==> config.mk <==
export PLATFORM = sky130hd
export DESIGN_NAME = dpram_host
export DESIGN_NICKNAME = d
export VERILOG_FILES = /design/src/design/dpram_host_pkg.sv /design/src/design/busy_merge.sv /design/src/design/dpram_host.sv
export SDC_FILE = /design/constraint.sdc
export NUM_CORES = 1
export LEC_CHECK = 0
export BUFFER_PORTS_ARGS = -buffer_cell sky130_fd_sc_hd__buf_4
export CAP_MARGIN = 0
export CORE_MARGIN = 1.5
export CORE_UTILIZATION = 47
export CTS_CLUSTER_DIAMETER = 50
export DETAILED_ROUTE_END_ITERATION = 6
export PLACE_DENSITY = 0.75
export SYNTH_ARGS = -nofsm -noshare
export SYNTH_HDL_FRONTEND = slang
export SYNTH_SLANG_ARGS = --single-unit
export TNS_END_PERCENT = 10
==> constraint.sdc <==
create_clock -name clk_i -period 1.9 [get_ports clk_i]
set_clock_uncertainty 0.2 [all_clocks]
set_input_delay 0.19 -clock clk_i [delete_from_list [all_inputs] [get_ports clk_i]]
set_output_delay 0.19 -clock clk_i [all_outputs]
set_load 0.05 [all_outputs]
==> src/design/dpram_host_pkg.sv <==
// constants and carrier types for the dual-port memory host controller
package dpram_host_pkg;

  localparam int ADDR_W    = 19;
  localparam int DATA_W    = 18;
  localparam int LANE_W    = 2;
  localparam int SEM_SEL_W = 3;
  localparam int DEV_N     = 2;
  localparam int CNT_W     = 3;

  // timing, in ns as given for the memory, then in 50 ns clock cycles
  localparam int CLK_PERIOD_NS = 50;
  localparam int BUSY_SETTLE_NS = 15;
  localparam int WRITE_PULSE_NS = 15;
  localparam int BUSY_SYNC_LAT  = 1;

  // least time, rounded up to whole cycles, never below one
  function automatic int ns_to_cycles(input int ns);
    int c;
    c = (ns + CLK_PERIOD_NS - 1) / CLK_PERIOD_NS;
    if (c < 1) begin
      c = 1;
    end
    return c;
  endfunction

  localparam int BUSY_SETTLE_CYC = ns_to_cycles(BUSY_SETTLE_NS);
  localparam int WRITE_PULSE_CYC = ns_to_cycles(WRITE_PULSE_NS);
  localparam logic [CNT_W-1:0] SETUP_LOAD = CNT_W'(BUSY_SETTLE_CYC + BUSY_SYNC_LAT - 1);
  localparam logic [CNT_W-1:0] PULSE_LOAD = CNT_W'(WRITE_PULSE_CYC - 1);
  localparam logic [CNT_W-1:0] CNT_ZERO   = 3'h0;

  // mailbox words, full and reduced depth variants
  localparam logic [ADDR_W-1:0] MBOX_LEFT_FULL   = 19'h7FFFE;
  localparam logic [ADDR_W-1:0] MBOX_RIGHT_FULL  = 19'h7FFFF;
  localparam logic [ADDR_W-1:0] MBOX_LEFT_SMALL  = 19'h3FFFE;
  localparam logic [ADDR_W-1:0] MBOX_RIGHT_SMALL = 19'h3FFFF;
  localparam logic [ADDR_W-1:0] SMALL_ADDR_MASK  = 19'h3FFFF;

  localparam logic [ADDR_W-1:0] ADDR_RESET = 19'h00000;
  localparam logic [DATA_W-1:0] DATA_RESET = 18'h00000;
  localparam logic [LANE_W-1:0] LANE_OFF_N = 2'h3;

  typedef enum logic [3:0] {
    OP_READ      = 4'b0001,
    OP_WRITE     = 4'b0010,
    OP_TOKEN_RD  = 4'b0100,
    OP_TOKEN_WR  = 4'b1000
  } op_e;

  typedef enum logic [3:0] {
    ST_IDLE   = 4'b0001,
    ST_SETUP  = 4'b0010,
    ST_STROBE = 4'b0100,
    ST_FINISH = 4'b1000
  } state_e;

  typedef struct packed {
    op_e               op;
    logic [ADDR_W-1:0] addr;
    logic [DATA_W-1:0] wdata;
    logic [LANE_W-1:0] lanes_n;
  } cmd_s;

  // pins that the host drives toward the memory port
  typedef struct packed {
    logic [ADDR_W-1:0] addr;
    logic              array_select_low_n;
    logic              array_select_high;
    logic              token_space_select_n;
    logic              rw_n;
    logic              oe_n;
    logic [LANE_W-1:0] byte_lane_enable_n;
    logic [DATA_W-1:0] data;
    logic              data_oe;
  } pins_s;

  localparam pins_s PINS_IDLE = '{
    addr: ADDR_RESET, array_select_low_n: 1'b1, array_select_high: 1'b0,
    token_space_select_n: 1'b1, rw_n: 1'b1, oe_n: 1'b1,
    byte_lane_enable_n: LANE_OFF_N, data: DATA_RESET, data_oe: 1'b0};

endpackage

==> src/design/busy_merge.sv <==
// registered AND of the collision flags of depth-stacked memories
`timescale 1ns/10ps
module busy_merge (
  input  wire logic                           clk_i,
  input  wire logic                           reset_i,
  input  wire logic [dpram_host_pkg::DEV_N-1:0] busy_n_i,
  output logic                                busy_n_o
);

  typedef struct packed {
    logic busy_n;
  } merge_s;

  merge_s state_reg;
  merge_s state_next;

  // any device low makes the array busy
  always_comb begin
    state_next        = state_reg;
    state_next.busy_n = &busy_n_i;
  end

  always_ff @(posedge clk_i) begin
    if (reset_i) begin
      state_reg.busy_n <= 1'b1;
    end else begin
      state_reg <= state_next;
    end
  end

  assign busy_n_o = state_reg.busy_n;

endmodule

==> src/design/dpram_host.sv <==
// host controller for one port of the dual-port memory with tokens and mailbox
`timescale 1ns/10ps

module dpram_host #(
  parameter bit RIGHT_PORT  = 1'b0,
  parameter bit SMALL_DEPTH = 1'b0
) (
  input  wire logic                              clk_i,
  input  wire logic                              reset_i,
  input  wire logic                              req_i,
  input  wire dpram_host_pkg::cmd_s              cmd_i,
  output logic                                   ready_o,
  output logic                                   done_o,
  output logic [dpram_host_pkg::DATA_W-1:0]      rdata_o,
  output logic                                   collided_o,
  output logic                                   mailbox_pending_o,
  output dpram_host_pkg::pins_s                  pins_o,
  input  wire logic [dpram_host_pkg::DATA_W-1:0] data_i,
  input  wire logic [dpram_host_pkg::DEV_N-1:0]  collision_flag_n_i,
  input  wire logic                              mailbox_flag_n_i
);

  // every register of the controller lives in this one struct, except the merged busy flag held in busy_merge
  typedef struct packed {
    dpram_host_pkg::state_e              st;
    logic [dpram_host_pkg::CNT_W-1:0]    cnt;
    dpram_host_pkg::cmd_s                cmd;
    logic                                init_pending;
    logic                                internal;
    logic                                ready;
    logic                                done;
    logic [dpram_host_pkg::DATA_W-1:0]   rdata;
    logic                                collided;
    logic                                mbox_pending;
    dpram_host_pkg::pins_s               pins;
  } host_s;

  // registered state, its next value and the merged collision flag
  host_s state_reg;
  host_s state_next;
  logic  busy_n;

  // own mailbox word, chosen by port side and depth variant
  localparam logic [dpram_host_pkg::ADDR_W-1:0] OWN_MBOX =
    SMALL_DEPTH ? (RIGHT_PORT ? dpram_host_pkg::MBOX_RIGHT_SMALL : dpram_host_pkg::MBOX_LEFT_SMALL)
                : (RIGHT_PORT ? dpram_host_pkg::MBOX_RIGHT_FULL  : dpram_host_pkg::MBOX_LEFT_FULL);

  // token ops go to the semaphore space, everything else to the array
  function automatic logic is_token(input dpram_host_pkg::op_e op);
    return (op == dpram_host_pkg::OP_TOKEN_RD) || (op == dpram_host_pkg::OP_TOKEN_WR);
  endfunction

  // array and token writes both pulse the write strobe
  function automatic logic is_write(input dpram_host_pkg::op_e op);
    return (op == dpram_host_pkg::OP_WRITE) || (op == dpram_host_pkg::OP_TOKEN_WR);
  endfunction

  // one master per width group drives each flag, so all slices stall together
  busy_merge u_busy_merge (
    .clk_i    (clk_i),
    .reset_i  (reset_i),
    .busy_n_i (collision_flag_n_i),
    .busy_n_o (busy_n)
  );

  // one access: select and settle, strobe, release
  always_comb begin
    state_next              = state_reg;
    state_next.done         = 1'b0;
    state_next.mbox_pending = ~mailbox_flag_n_i; // flag is active low
    unique case (state_reg.st)
      // idle: pins quiet, reset-time mailbox read beats any user request
      dpram_host_pkg::ST_IDLE: begin
        state_next.pins = dpram_host_pkg::PINS_IDLE;
        if (state_reg.init_pending) begin
          // clear own mailbox flag once after reset by reading the word
          state_next.cmd.op      = dpram_host_pkg::OP_READ;
          state_next.cmd.addr    = OWN_MBOX;
          state_next.cmd.wdata   = dpram_host_pkg::DATA_RESET;
          state_next.cmd.lanes_n = 2'h0;
          state_next.internal    = 1'b1;
          state_next.init_pending = 1'b0;
          state_next.ready       = 1'b0;
          state_next.st          = dpram_host_pkg::ST_SETUP;
        end else if (req_i) begin
          state_next.cmd         = cmd_i;
          state_next.internal    = 1'b0;
          state_next.ready       = 1'b0;
          state_next.st          = dpram_host_pkg::ST_SETUP;
        end
        // drive selects and address from the command just latched
        if (state_next.st == dpram_host_pkg::ST_SETUP) begin
          state_next.collided = 1'b0;
          state_next.cnt      = dpram_host_pkg::SETUP_LOAD;
          state_next.pins.byte_lane_enable_n = state_next.cmd.lanes_n;
          if (is_token(state_next.cmd.op)) begin
            state_next.pins.array_select_low_n   = 1'b1;
            state_next.pins.array_select_high    = 1'b0;
            state_next.pins.token_space_select_n = 1'b0;
            // only the three low bits pick one of eight tokens
            state_next.pins.addr = {16'h0000, state_next.cmd.addr[dpram_host_pkg::SEM_SEL_W-1:0]};
          end else begin
            state_next.pins.array_select_low_n = 1'b0;
            state_next.pins.array_select_high  = 1'b1;
            state_next.pins.addr = SMALL_DEPTH ? (state_next.cmd.addr & dpram_host_pkg::SMALL_ADDR_MASK)
                                               : state_next.cmd.addr;
          end
        end
      end

      // setup: selects and address stand while the flag settles
      dpram_host_pkg::ST_SETUP: begin
        // busy only has meaning for array accesses
        if (!busy_n && !is_token(state_reg.cmd.op)) begin
          state_next.collided = 1'b1;
        end
        if (state_reg.cnt != dpram_host_pkg::CNT_ZERO) begin
          state_next.cnt = state_reg.cnt - 3'h1;
        end else if (is_write(state_reg.cmd.op) && !is_token(state_reg.cmd.op) && !busy_n) begin
          // a write pulse now would be discarded, so hold selects and wait
          state_next.cnt = dpram_host_pkg::CNT_ZERO;
        end else begin
          state_next.cnt = dpram_host_pkg::PULSE_LOAD;
          state_next.st  = dpram_host_pkg::ST_STROBE;
          if (is_write(state_reg.cmd.op)) begin
            state_next.pins.rw_n    = 1'b0;
            state_next.pins.data_oe = 1'b1;
            // a token takes bit 0; repeating it keeps the bus quiet
            state_next.pins.data = is_token(state_reg.cmd.op) ? {dpram_host_pkg::DATA_W{state_reg.cmd.wdata[0]}}
                                                               : state_reg.cmd.wdata;
          end else begin
            state_next.pins.oe_n = 1'b0;
          end
        end
      end

      // strobe: read or write pulse for the pulse count
      dpram_host_pkg::ST_STROBE: begin
        if (state_reg.cnt != dpram_host_pkg::CNT_ZERO) begin
          state_next.cnt = state_reg.cnt - 3'h1;
        end else begin
          if (!is_write(state_reg.cmd.op)) begin
            state_next.rdata = data_i;
          end
          // end strobe and selects first; data is held one more cycle
          state_next.pins.rw_n                 = 1'b1;
          state_next.pins.oe_n                 = 1'b1;
          state_next.pins.array_select_low_n   = 1'b1;
          state_next.pins.array_select_high    = 1'b0;
          state_next.pins.token_space_select_n = 1'b1;
          state_next.st = dpram_host_pkg::ST_FINISH;
        end
      end

      // finish: data released one cycle after the strobe ends
      dpram_host_pkg::ST_FINISH: begin
        state_next.pins  = dpram_host_pkg::PINS_IDLE;
        state_next.done  = ~state_reg.internal;
        state_next.ready = 1'b1;
        state_next.st    = dpram_host_pkg::ST_IDLE;
      end
      // illegal one-hot code: back to idle with pins quiet
      default: begin
        state_next.pins = dpram_host_pkg::PINS_IDLE;
        state_next.st   = dpram_host_pkg::ST_IDLE;
      end
    endcase
  end

  // synchronous reset, every field to a constant
  always_ff @(posedge clk_i) begin
    if (reset_i) begin
      state_reg.st           <= dpram_host_pkg::ST_IDLE;
      state_reg.cnt          <= dpram_host_pkg::CNT_ZERO;
      state_reg.cmd          <= '{op: dpram_host_pkg::OP_READ, addr: dpram_host_pkg::ADDR_RESET,
                                  wdata: dpram_host_pkg::DATA_RESET, lanes_n: dpram_host_pkg::LANE_OFF_N};
      state_reg.init_pending <= 1'b1;
      state_reg.internal     <= 1'b0;
      state_reg.ready        <= 1'b0;
      state_reg.done         <= 1'b0;
      state_reg.rdata        <= dpram_host_pkg::DATA_RESET;
      state_reg.collided     <= 1'b0;
      state_reg.mbox_pending <= 1'b0;
      state_reg.pins         <= dpram_host_pkg::PINS_IDLE;
    end else begin
      state_reg <= state_next;
    end
  end

  // every output straight from the state register
  assign ready_o           = state_reg.ready;
  assign done_o            = state_reg.done;
  assign rdata_o           = state_reg.rdata;
  assign collided_o        = state_reg.collided;
  assign mailbox_pending_o = state_reg.mbox_pending;
  assign pins_o            = state_reg.pins;

endmodule

# After elaboration in Yosys (flattened, before gate mapping)
# Cells that the tools add are included.
[totals]
reg_bits = 120
wordCells = 115
[op_classes]
addsub = 1
n_eq_ne = 19
mux = 38
n_bitwise = 7
reduce_logical = 27
[ops]
columns = ["op", "count"]
rows = [
  ["43-bit two-way mux", 3],
  ["19-bit case mux with 2 select lines", 2],
  ["19-bit two-way mux", 3],
  ["4-bit two-way mux", 6],
  ["22-bit two-way mux", 1],
  ["21-bit two-way mux", 1],
  ["18-bit two-way mux", 1],
  ["3-bit case mux with 3 select lines", 2],
  ["2-bit != test (second input constant)", 8],
  ["4-bit by 2-bit == test with 1-bit output (second input constant)", 3],
  ["4-bit by 3-bit == test with 1-bit output (second input constant)", 3],
  ["4-bit == test (second input constant)", 3],
  ["4-bit case mux with 3 select lines", 1],
  ["3-bit AND reduction", 4],
  ["4-bit AND reduction", 3],
  ["2-bit two-way mux", 5],
  ["2-bit AND reduction", 5],
  ["3-bit two-way mux", 3],
  ["2-bit case mux with 2 select lines", 2],
  ["1-bit NOT", 7],
  ["2-bit nonzero test", 3],
  ["3-bit nonzero test", 2],
  ["1-bit two-way mux", 5],
  ["5-bit two-way mux", 1],
  ["8 further kinds", 15],
]

# Logic depth before layout (Yosys ltp)
# Gate-level depths: netlist (run 1).
[logic_depth]
ltp_word = 8
ltp_mapped = 8
depth_no_buf = 6

# By module
# A second synthesis (run 1) with hierarchy kept.
[unflattened]
cells_unflattened = 537
area_unflattened_um2 = 4983.5
[by_module_without_submodules]
columns = ["module", "instances", "cells_each", "area_each_um2", "seq_area_each_um2"]
rows = [
  ["dpram_host", 1, 535, 4956.0, 2282.2],
  ["busy_merge", 1, 2, 27.5, 20.0],
]

# Worst setup path after synthesis (run 1)
# No wires, ideal clock.
[synth_path]
path_kind = "reg2reg"
startpoint = "register state_reg[117] in the netlist's numbering"
endpoint = "register state_reg (netlist bit rdata_o[17])"
setup_time_ns = 0.128
t_arrival_ns = 1.638
required_ns = 1.572
path_slack_ns = -0.066
path_stages_with_launch = 8
period_less_slack_ns = 1.966
path_cell_list = "dfxtp_1 buf_4 or4b_4 a211oi_2 buf_6 buf_12 mux2i_1 nor2_1"
[synth_between]
elab_chain_cells = 2
[synth_rtl]
columns = ["item", "line", "source"]
rows = [
  ["from (decl)", "dpram_host.sv:39", "host_s state_reg;"],
  ["from (signal assigned)", "dpram_host.sv:186", "state_reg <= state_next;"],
  ["4-bit by 3-bit == test with 1-bit output", "dpram_host.sv:71", "unique case (state_reg.st)"],
  ["3-bit AND reduction (no source line)", "n/a", ""],
]
# No other way between the ends.
# A chain may end at the register's enable or synchronous reset.

# Worst setup path after layout (run 1)
[layout_path]
startpoint = "register state_reg[118] in the netlist's numbering"
endpoint = "register state_reg (netlist bit rdata_o[7])"
# The elaborated chain is that of the path after synthesis.

==> results of run 1 <==
==> cell type report <==
cell class	count	area share, %
Clock inverter	14	2.87
Timing Repair Buffer	240	27.8
Tap cell	136	2.31
Clock buffer	18	5.67
Inverter	5	0.255
Multi-Input combinational cell	321	29.8
Sequential cell	115	31.3
==> per-stage QoR <==
stage | setup TNS (ps) | hold WS, ps | power [uW] | area [sq um]
2_1_floorplan | -512 | 56.7 | 5610 | 5040
3_3_place_gp | -479 | 141 | 6440 | 5860
3_5_place_dp | -1230 | 145 | 6540 | 5860
4_1_cts | -687 | 222 | 10100 | 7220
5_1_grt | -3170 | 220 | 10700 | 7370
6_report | -890 | 238 | 10300 | 7370
==> worst paths after layout <==
check | slack [ps] | cells past startpoint | end | startpoint
max | -80 | 5 | rdata_o[7] | state_reg[118]
max reg2reg | -80 | 5 | rdata_o[7] | state_reg[118]
min | 240 | 3 | u_busy_merge.busy_n_o | collision_flag_n_i[1]
min reg2reg | 250 | 2 | pins_o[30] | pins_o[30]
==> cells in the final DEF, fill, tap and decap left out, drive strengths merged, types with 7 or more instances in the layout <==
cell type    instances
buf                170
dfxtp              115
dlygate4sd3         70
nor2                69
a211oi              33
a21oi               29
nand2               28
o21ai               24
nor2b               21
a22oi               21
mux2i               18
clkbuf              18
o2bb2ai             18
nor3                 8
clkinv               7
==> kinds of logic after synthesis <==
logic type | count (synthesis) | share of synthesized area (%)
simple gates | 151 | 15.0
compound gates | 145 | 20.2
flops | 115 | 45.8
buf+inv | 110 | 14.0
mux | 19 | 3.81
xor+xnor | 4 | 0.697
fa+ha+maj | 2 | 0.497
==> metal layers <==
layer	track usage, %	routed length, um
met5	0	0
met4	9.24	320
met3	6.13	691
met2	44.8	7390
met1	31.2	6160
==> power groups by stage <==
stage / registers, uW / clock network (uW) / logic [uW]
2_1_floorplan: 3100 / 0 / 2500
3_3_place_gp: 3170 / 0 / 3270
3_5_place_dp: 3210 / 0 / 3330
4_1_cts: 3180 / 3420 / 3520
5_1_grt: 3250 / 3550 / 3940
6_report: 3210 / 3400 / 3680
==> worst register-to-register path, cell delays in order (launching register included) <==
cell	delay (ps)
dfxtp_2	340
or4b_4	570
a211oi_4	230
buf_12	220
mux2i_1	240
nor2_1	60
==> what timing repair did <==
| item | in CTS | in global routing |
|---|---|---|
| hold buffers | 70 | 0 |
| endpoints found under the hold margin | 81 | 0 |
| setup buffers | 0 | 0 |
| pin swaps | 0 | 2 |
| setup endpoints to repair | 52 | 77 |
| resized for setup | 6 | 30 |
==> impl_metrics.ini, run 1 <==
[run_status]
status = finished, violations left
violations = negative setup slack

[clock_tree]
cts.sinks = 115
cts.clk_slew.worst_paths_ps = 60
h-tree-depth = 4
clkLatencyLatePin_ps = 520
root_buffer = clkbuf_8
cts_tree = built
cts_inserted_buffers = 17
cts_buffer_depth = 2

[setup_path]
cp_slowest_cell = or4b_4
endpoint_kind = register
cp-start-kind = register
worstPathRequired_ps = 2100
worstPathMaxFanout = 18
crit_chain = or4b_4 -> a211oi_4 -> buf_12 -> mux2i_1 -> nor2_1
crit_family = simple AND/OR/NAND/NOR gates
critPathBufInv = 1
arrival_ps = 2180
critPathKind = register to register
critical_path.max_stage_delay_ps = 570

[yosys]
ys_top_cells_by_count = dfxtp_1, buf_4, nor2_1
syn_avg_cell_area_sq_um = 9.21
yosys_warnings = 0
synth_top_area_share_pct = 45.8
synth_seq_cells = 115
ys_top_cells_by_area = dfxtp_1, buf_4, nor2_1
synth_edf_count = 0
synth_cells = 546
synth_async_sr_flop_share_pct = 0
synth.most_common_cell = dfxtp_1
synth_cell_types = 54
yosysTopAreaCell = dfxtp_1
mappedNetlistArea_sq_um = 5030
yosysSeqAreaShare_pct = 45.8
synthFlopType = dfxtp_1
syn_nets = 615

[power_and_ir_drop]
p_leak_uw = 0.00305
pwr_density_cell_nw_per_um2 = 1400
p_int_uw = 6650
power_frac_seq_pct = 31.2
combPwrFrac_pct = 35.8
swShare_pct = 35.4
power.switching_uw = 3640
peakVddDrop_mv = 0.620
p_clk_share_pct = 33.0

[route]
vias_per_cell = 5.30
wl_per_cell_um = 17.2
initialDrtViolationCount = 232
drc_errors = 0
ant_nets = 0
firstDrtPassIters = 4
routed_wl_mm = 14.6
vias = 4498

[floorplanning]
core-area_sq_um = 10400
start_util_pct = 48.5
io_pins = 134
die_w_um = 106
die_area_sq_um = 11300
die_y_um = 106
rows = 37

[placement]
gp_congestion = 0.850
port_buffers = 133
dpl.cell_count = 747
preCtsSetupSlack_ps = -88.5
dpl.hpwl_mm = 8.67

[cells_and_area]
drive_gt1_share_pct = 34.9
diodes = 0
final_cells = 849
nFillCells = 726
syn_to_final_growth_pct = 46.6
largest_reg_flops = 47
multi_input_area_sq_um = 2200
nets = 769
fin_util_pct = 71.1
ff_latch_area_sq_um = 2310

[timing]
finalSetupViolations = 19
rsz0062_at_grt = true
fin_ws_ps = -78.2
maxSlewHeadroom_pct = 51.8
hold_violations = 0
finalMaxSlewViolations = 0
final.min_clock_period_ps = 1980
max_freq_mhz = 505
worst_pin_slew_ps = 721
fin_crit_sh_pct = 104

[global_route]
grt_use_total_pct = 25.8
grt_max_degree = 30
antenna_found_initial = 0
grt_pass1_wl_mm = 22.9
grt_overflow_total = 0
first_global_vias = 4547

[worst_hold_path]
hold_class = input port to register

[run]
max_cap_violations = 0
No activity file was read; power rests on OpenSTA's default activity.
==> run 2: changes to the inputs <==
Settings changed: GPL_TIMING_DRIVEN set to 0, SLEW_MARGIN set to 20.
==> run 2 against run 1 <==
The flow still finishes with violations (negative setup slack). Utilization increased by 4.1 points. Clock power decreased by 2%. Combinational power grew 5.4%. Clock-buffer cell count decreased by 1. Sequential power down 1%. Die area is the same. Flip-flop and latch count did not move. Final cell count grew 9.1%. Critical path depth increased by 1. Global-route usage increased by 1.6 points. Worst setup slack worse by 100 ps. Largest cell class is now non-clock buffers.
==> impl_metrics.ini, run 2 (same netlist as run 1, synthesis figures left out) <==
[route]
drc_errors = 0
vias_per_cell = 5.36
routed_wl_mm = 15.6
wl_per_cell_um = 16.8
initialDrtViolationCount = 252
vias = 4960
ant_nets = 0
firstDrtPassIters = 5

[clock_tree]
cts_tree = built
h-tree-depth = 4
cts.sinks = 115
cts_inserted_buffers = 17
cts.clk_slew.worst_paths_ps = 60
clkLatencyLatePin_ps = 510
cts_buffer_depth = 2
root_buffer = clkbuf_8

[setup_path]
cp.depth = 6
cp_slowest_cell = or4b_4
cp-start-kind = register
critPathBufInv = 2
crit_chain = or4b_4 -> a211oi_4 -> buf_6 -> buf_12 -> mux2i_2 -> nor2_1
arrival_ps = 2270
critPathKind = register to register
critical_path.max_stage_delay_ps = 590
crit_family = simple AND/OR/NAND/NOR gates
worstPathMaxFanout = 8
reg2reg_depth = 6
worstPathRequired_ps = 2080
endpoint_kind = register

[floorplanning]
io_pins = 134
die_area_sq_um = 11300
die_w_um = 106
core-area_sq_um = 10400
start_util_pct = 48.5
die_y_um = 106
rows = 37

[global_route]
grt_use_total_pct = 27.5
grt_overflow_total = 0
gr-max-usage-layer = met2
grt_pass1_wl_mm = 24.2
first_global_vias = 4960
antenna_found_initial = 0
met2_usage_pct = 46.7
grt_max_degree = 17
grtUsageMet1_pct = 32.1
met3_usage_pct = 6.87

[power_and_ir_drop]
swShare_pct = 36.4
p_clk_share_pct = 32.1
power.switching_uw = 3780
pwr_density_cell_nw_per_um2 = 1330
p_leak_uw = 0.00335
power_frac_seq_pct = 30.5
peakVddDrop_mv = 0.712
combPwrFrac_pct = 37.4
p_int_uw = 6610

[placement]
gp_congestion = 0.834
port_buffers = 132
dpl.hpwl_mm = 9.03
dpl.cell_count = 814

[cells_and_area]
final_common_cell = buf_4
drive_gt1_share_pct = 38.4
layout_common_cells = buf_4, dfxtp_1, nor2_1, dlygate4sd3_1, a211oi_1
largest_reg_flops = 47
diodes = 0
syn_to_final_growth_pct = 55.0
nets = 846
final_cells = 926
fin_util_pct = 75.2

[timing]
max_freq_mhz = 480
finalSetupViolations = 45
setup_tns_ps = -3430
worst_pin_slew_ps = 570
rsz0062_at_grt = true
fin_crit_sh_pct = 110
final.min_clock_period_ps = 2080
fin_ws_ps = -183
finalMaxSlewViolations = 0
whs_ps = 156
hold_violations = 0
maxSlewHeadroom_pct = 62.0

[run_status]
violations = negative setup slack
status = finished, violations left

[run]
max_cap_violations = 0

[worst_hold_path]
whs_path_depth = 3
hold_class = input port to register
## run 2: power groups by stage
stage / Clock, uW / Sequential [uW] / Combinational (uW)
3_3_place_gp: 0 / 3140 / 3290
2_1_floorplan: 0 / 3100 / 2500
6_report: 3330 / 3170 / 3880
3_5_place_dp: 0 / 3150 / 3340
5_1_grt: 3470 / 3220 / 4130
4_1_cts: 3350 / 3130 / 3710
## run 2: final timing paths
kind / start / slack [ps] / endpoint
max: state_reg[118] / -180 / rdata_o[1]
min: mailbox_flag_n_i / 160 / mailbox_pending_o
max reg2reg: state_reg[118] / -180 / rdata_o[1]
min reg2reg: state_reg[67] / 250 / done_o
## run 2: worst min-delay path, delay by kind of cell
| kind | cells | cell delay [ps] |
|---|---|---|
| simple gates | 1 | 30 |
| buf+inv | 2 | 620 |
## run 2: cell type report
class	instances	area, sq um
fillers	668	2570
clock buffers	17	414
flip-flops and latches	115	2310
well taps	136	170
multi-input cells	321	2150
clock inverters	15	204
plain buffers	104	753
repair buffers	213	1770
inverters	5	18.8
## run 2: what timing repair did
item | in CTS | in global routing
pin swaps | 5 | 2
endpoints found under the hold margin | 81 | 0
gates cloned | 0 | 1
endpoints found under the setup margin | 91 | 98
setup buffers | 13 | 2
resized for setup | 37 | 23
hold buffers | 65 | 0
## run 2: per-layer routing
| layer | share of wire [%] | vias to the layer above |
|---|---|---|
| li1 | - | 2310 |
| met1 | 40 | 2348 |
| met2 | 49 | 252 |
| met3 | 7.1 | 50 |
| met4 | 3.5 | 0 |
| met5 | 0 | - |
## run 2: through the flow
step	area [sq um]	power (uW)	setup WS [ps]
after global routing	7800	10800	-249
after detailed placement	6200	6500	-332
after CTS	7730	10200	-152
after floorplan	5040	5610	-39.9
after global placement	6200	6430	-325
final	7800	10400	-183
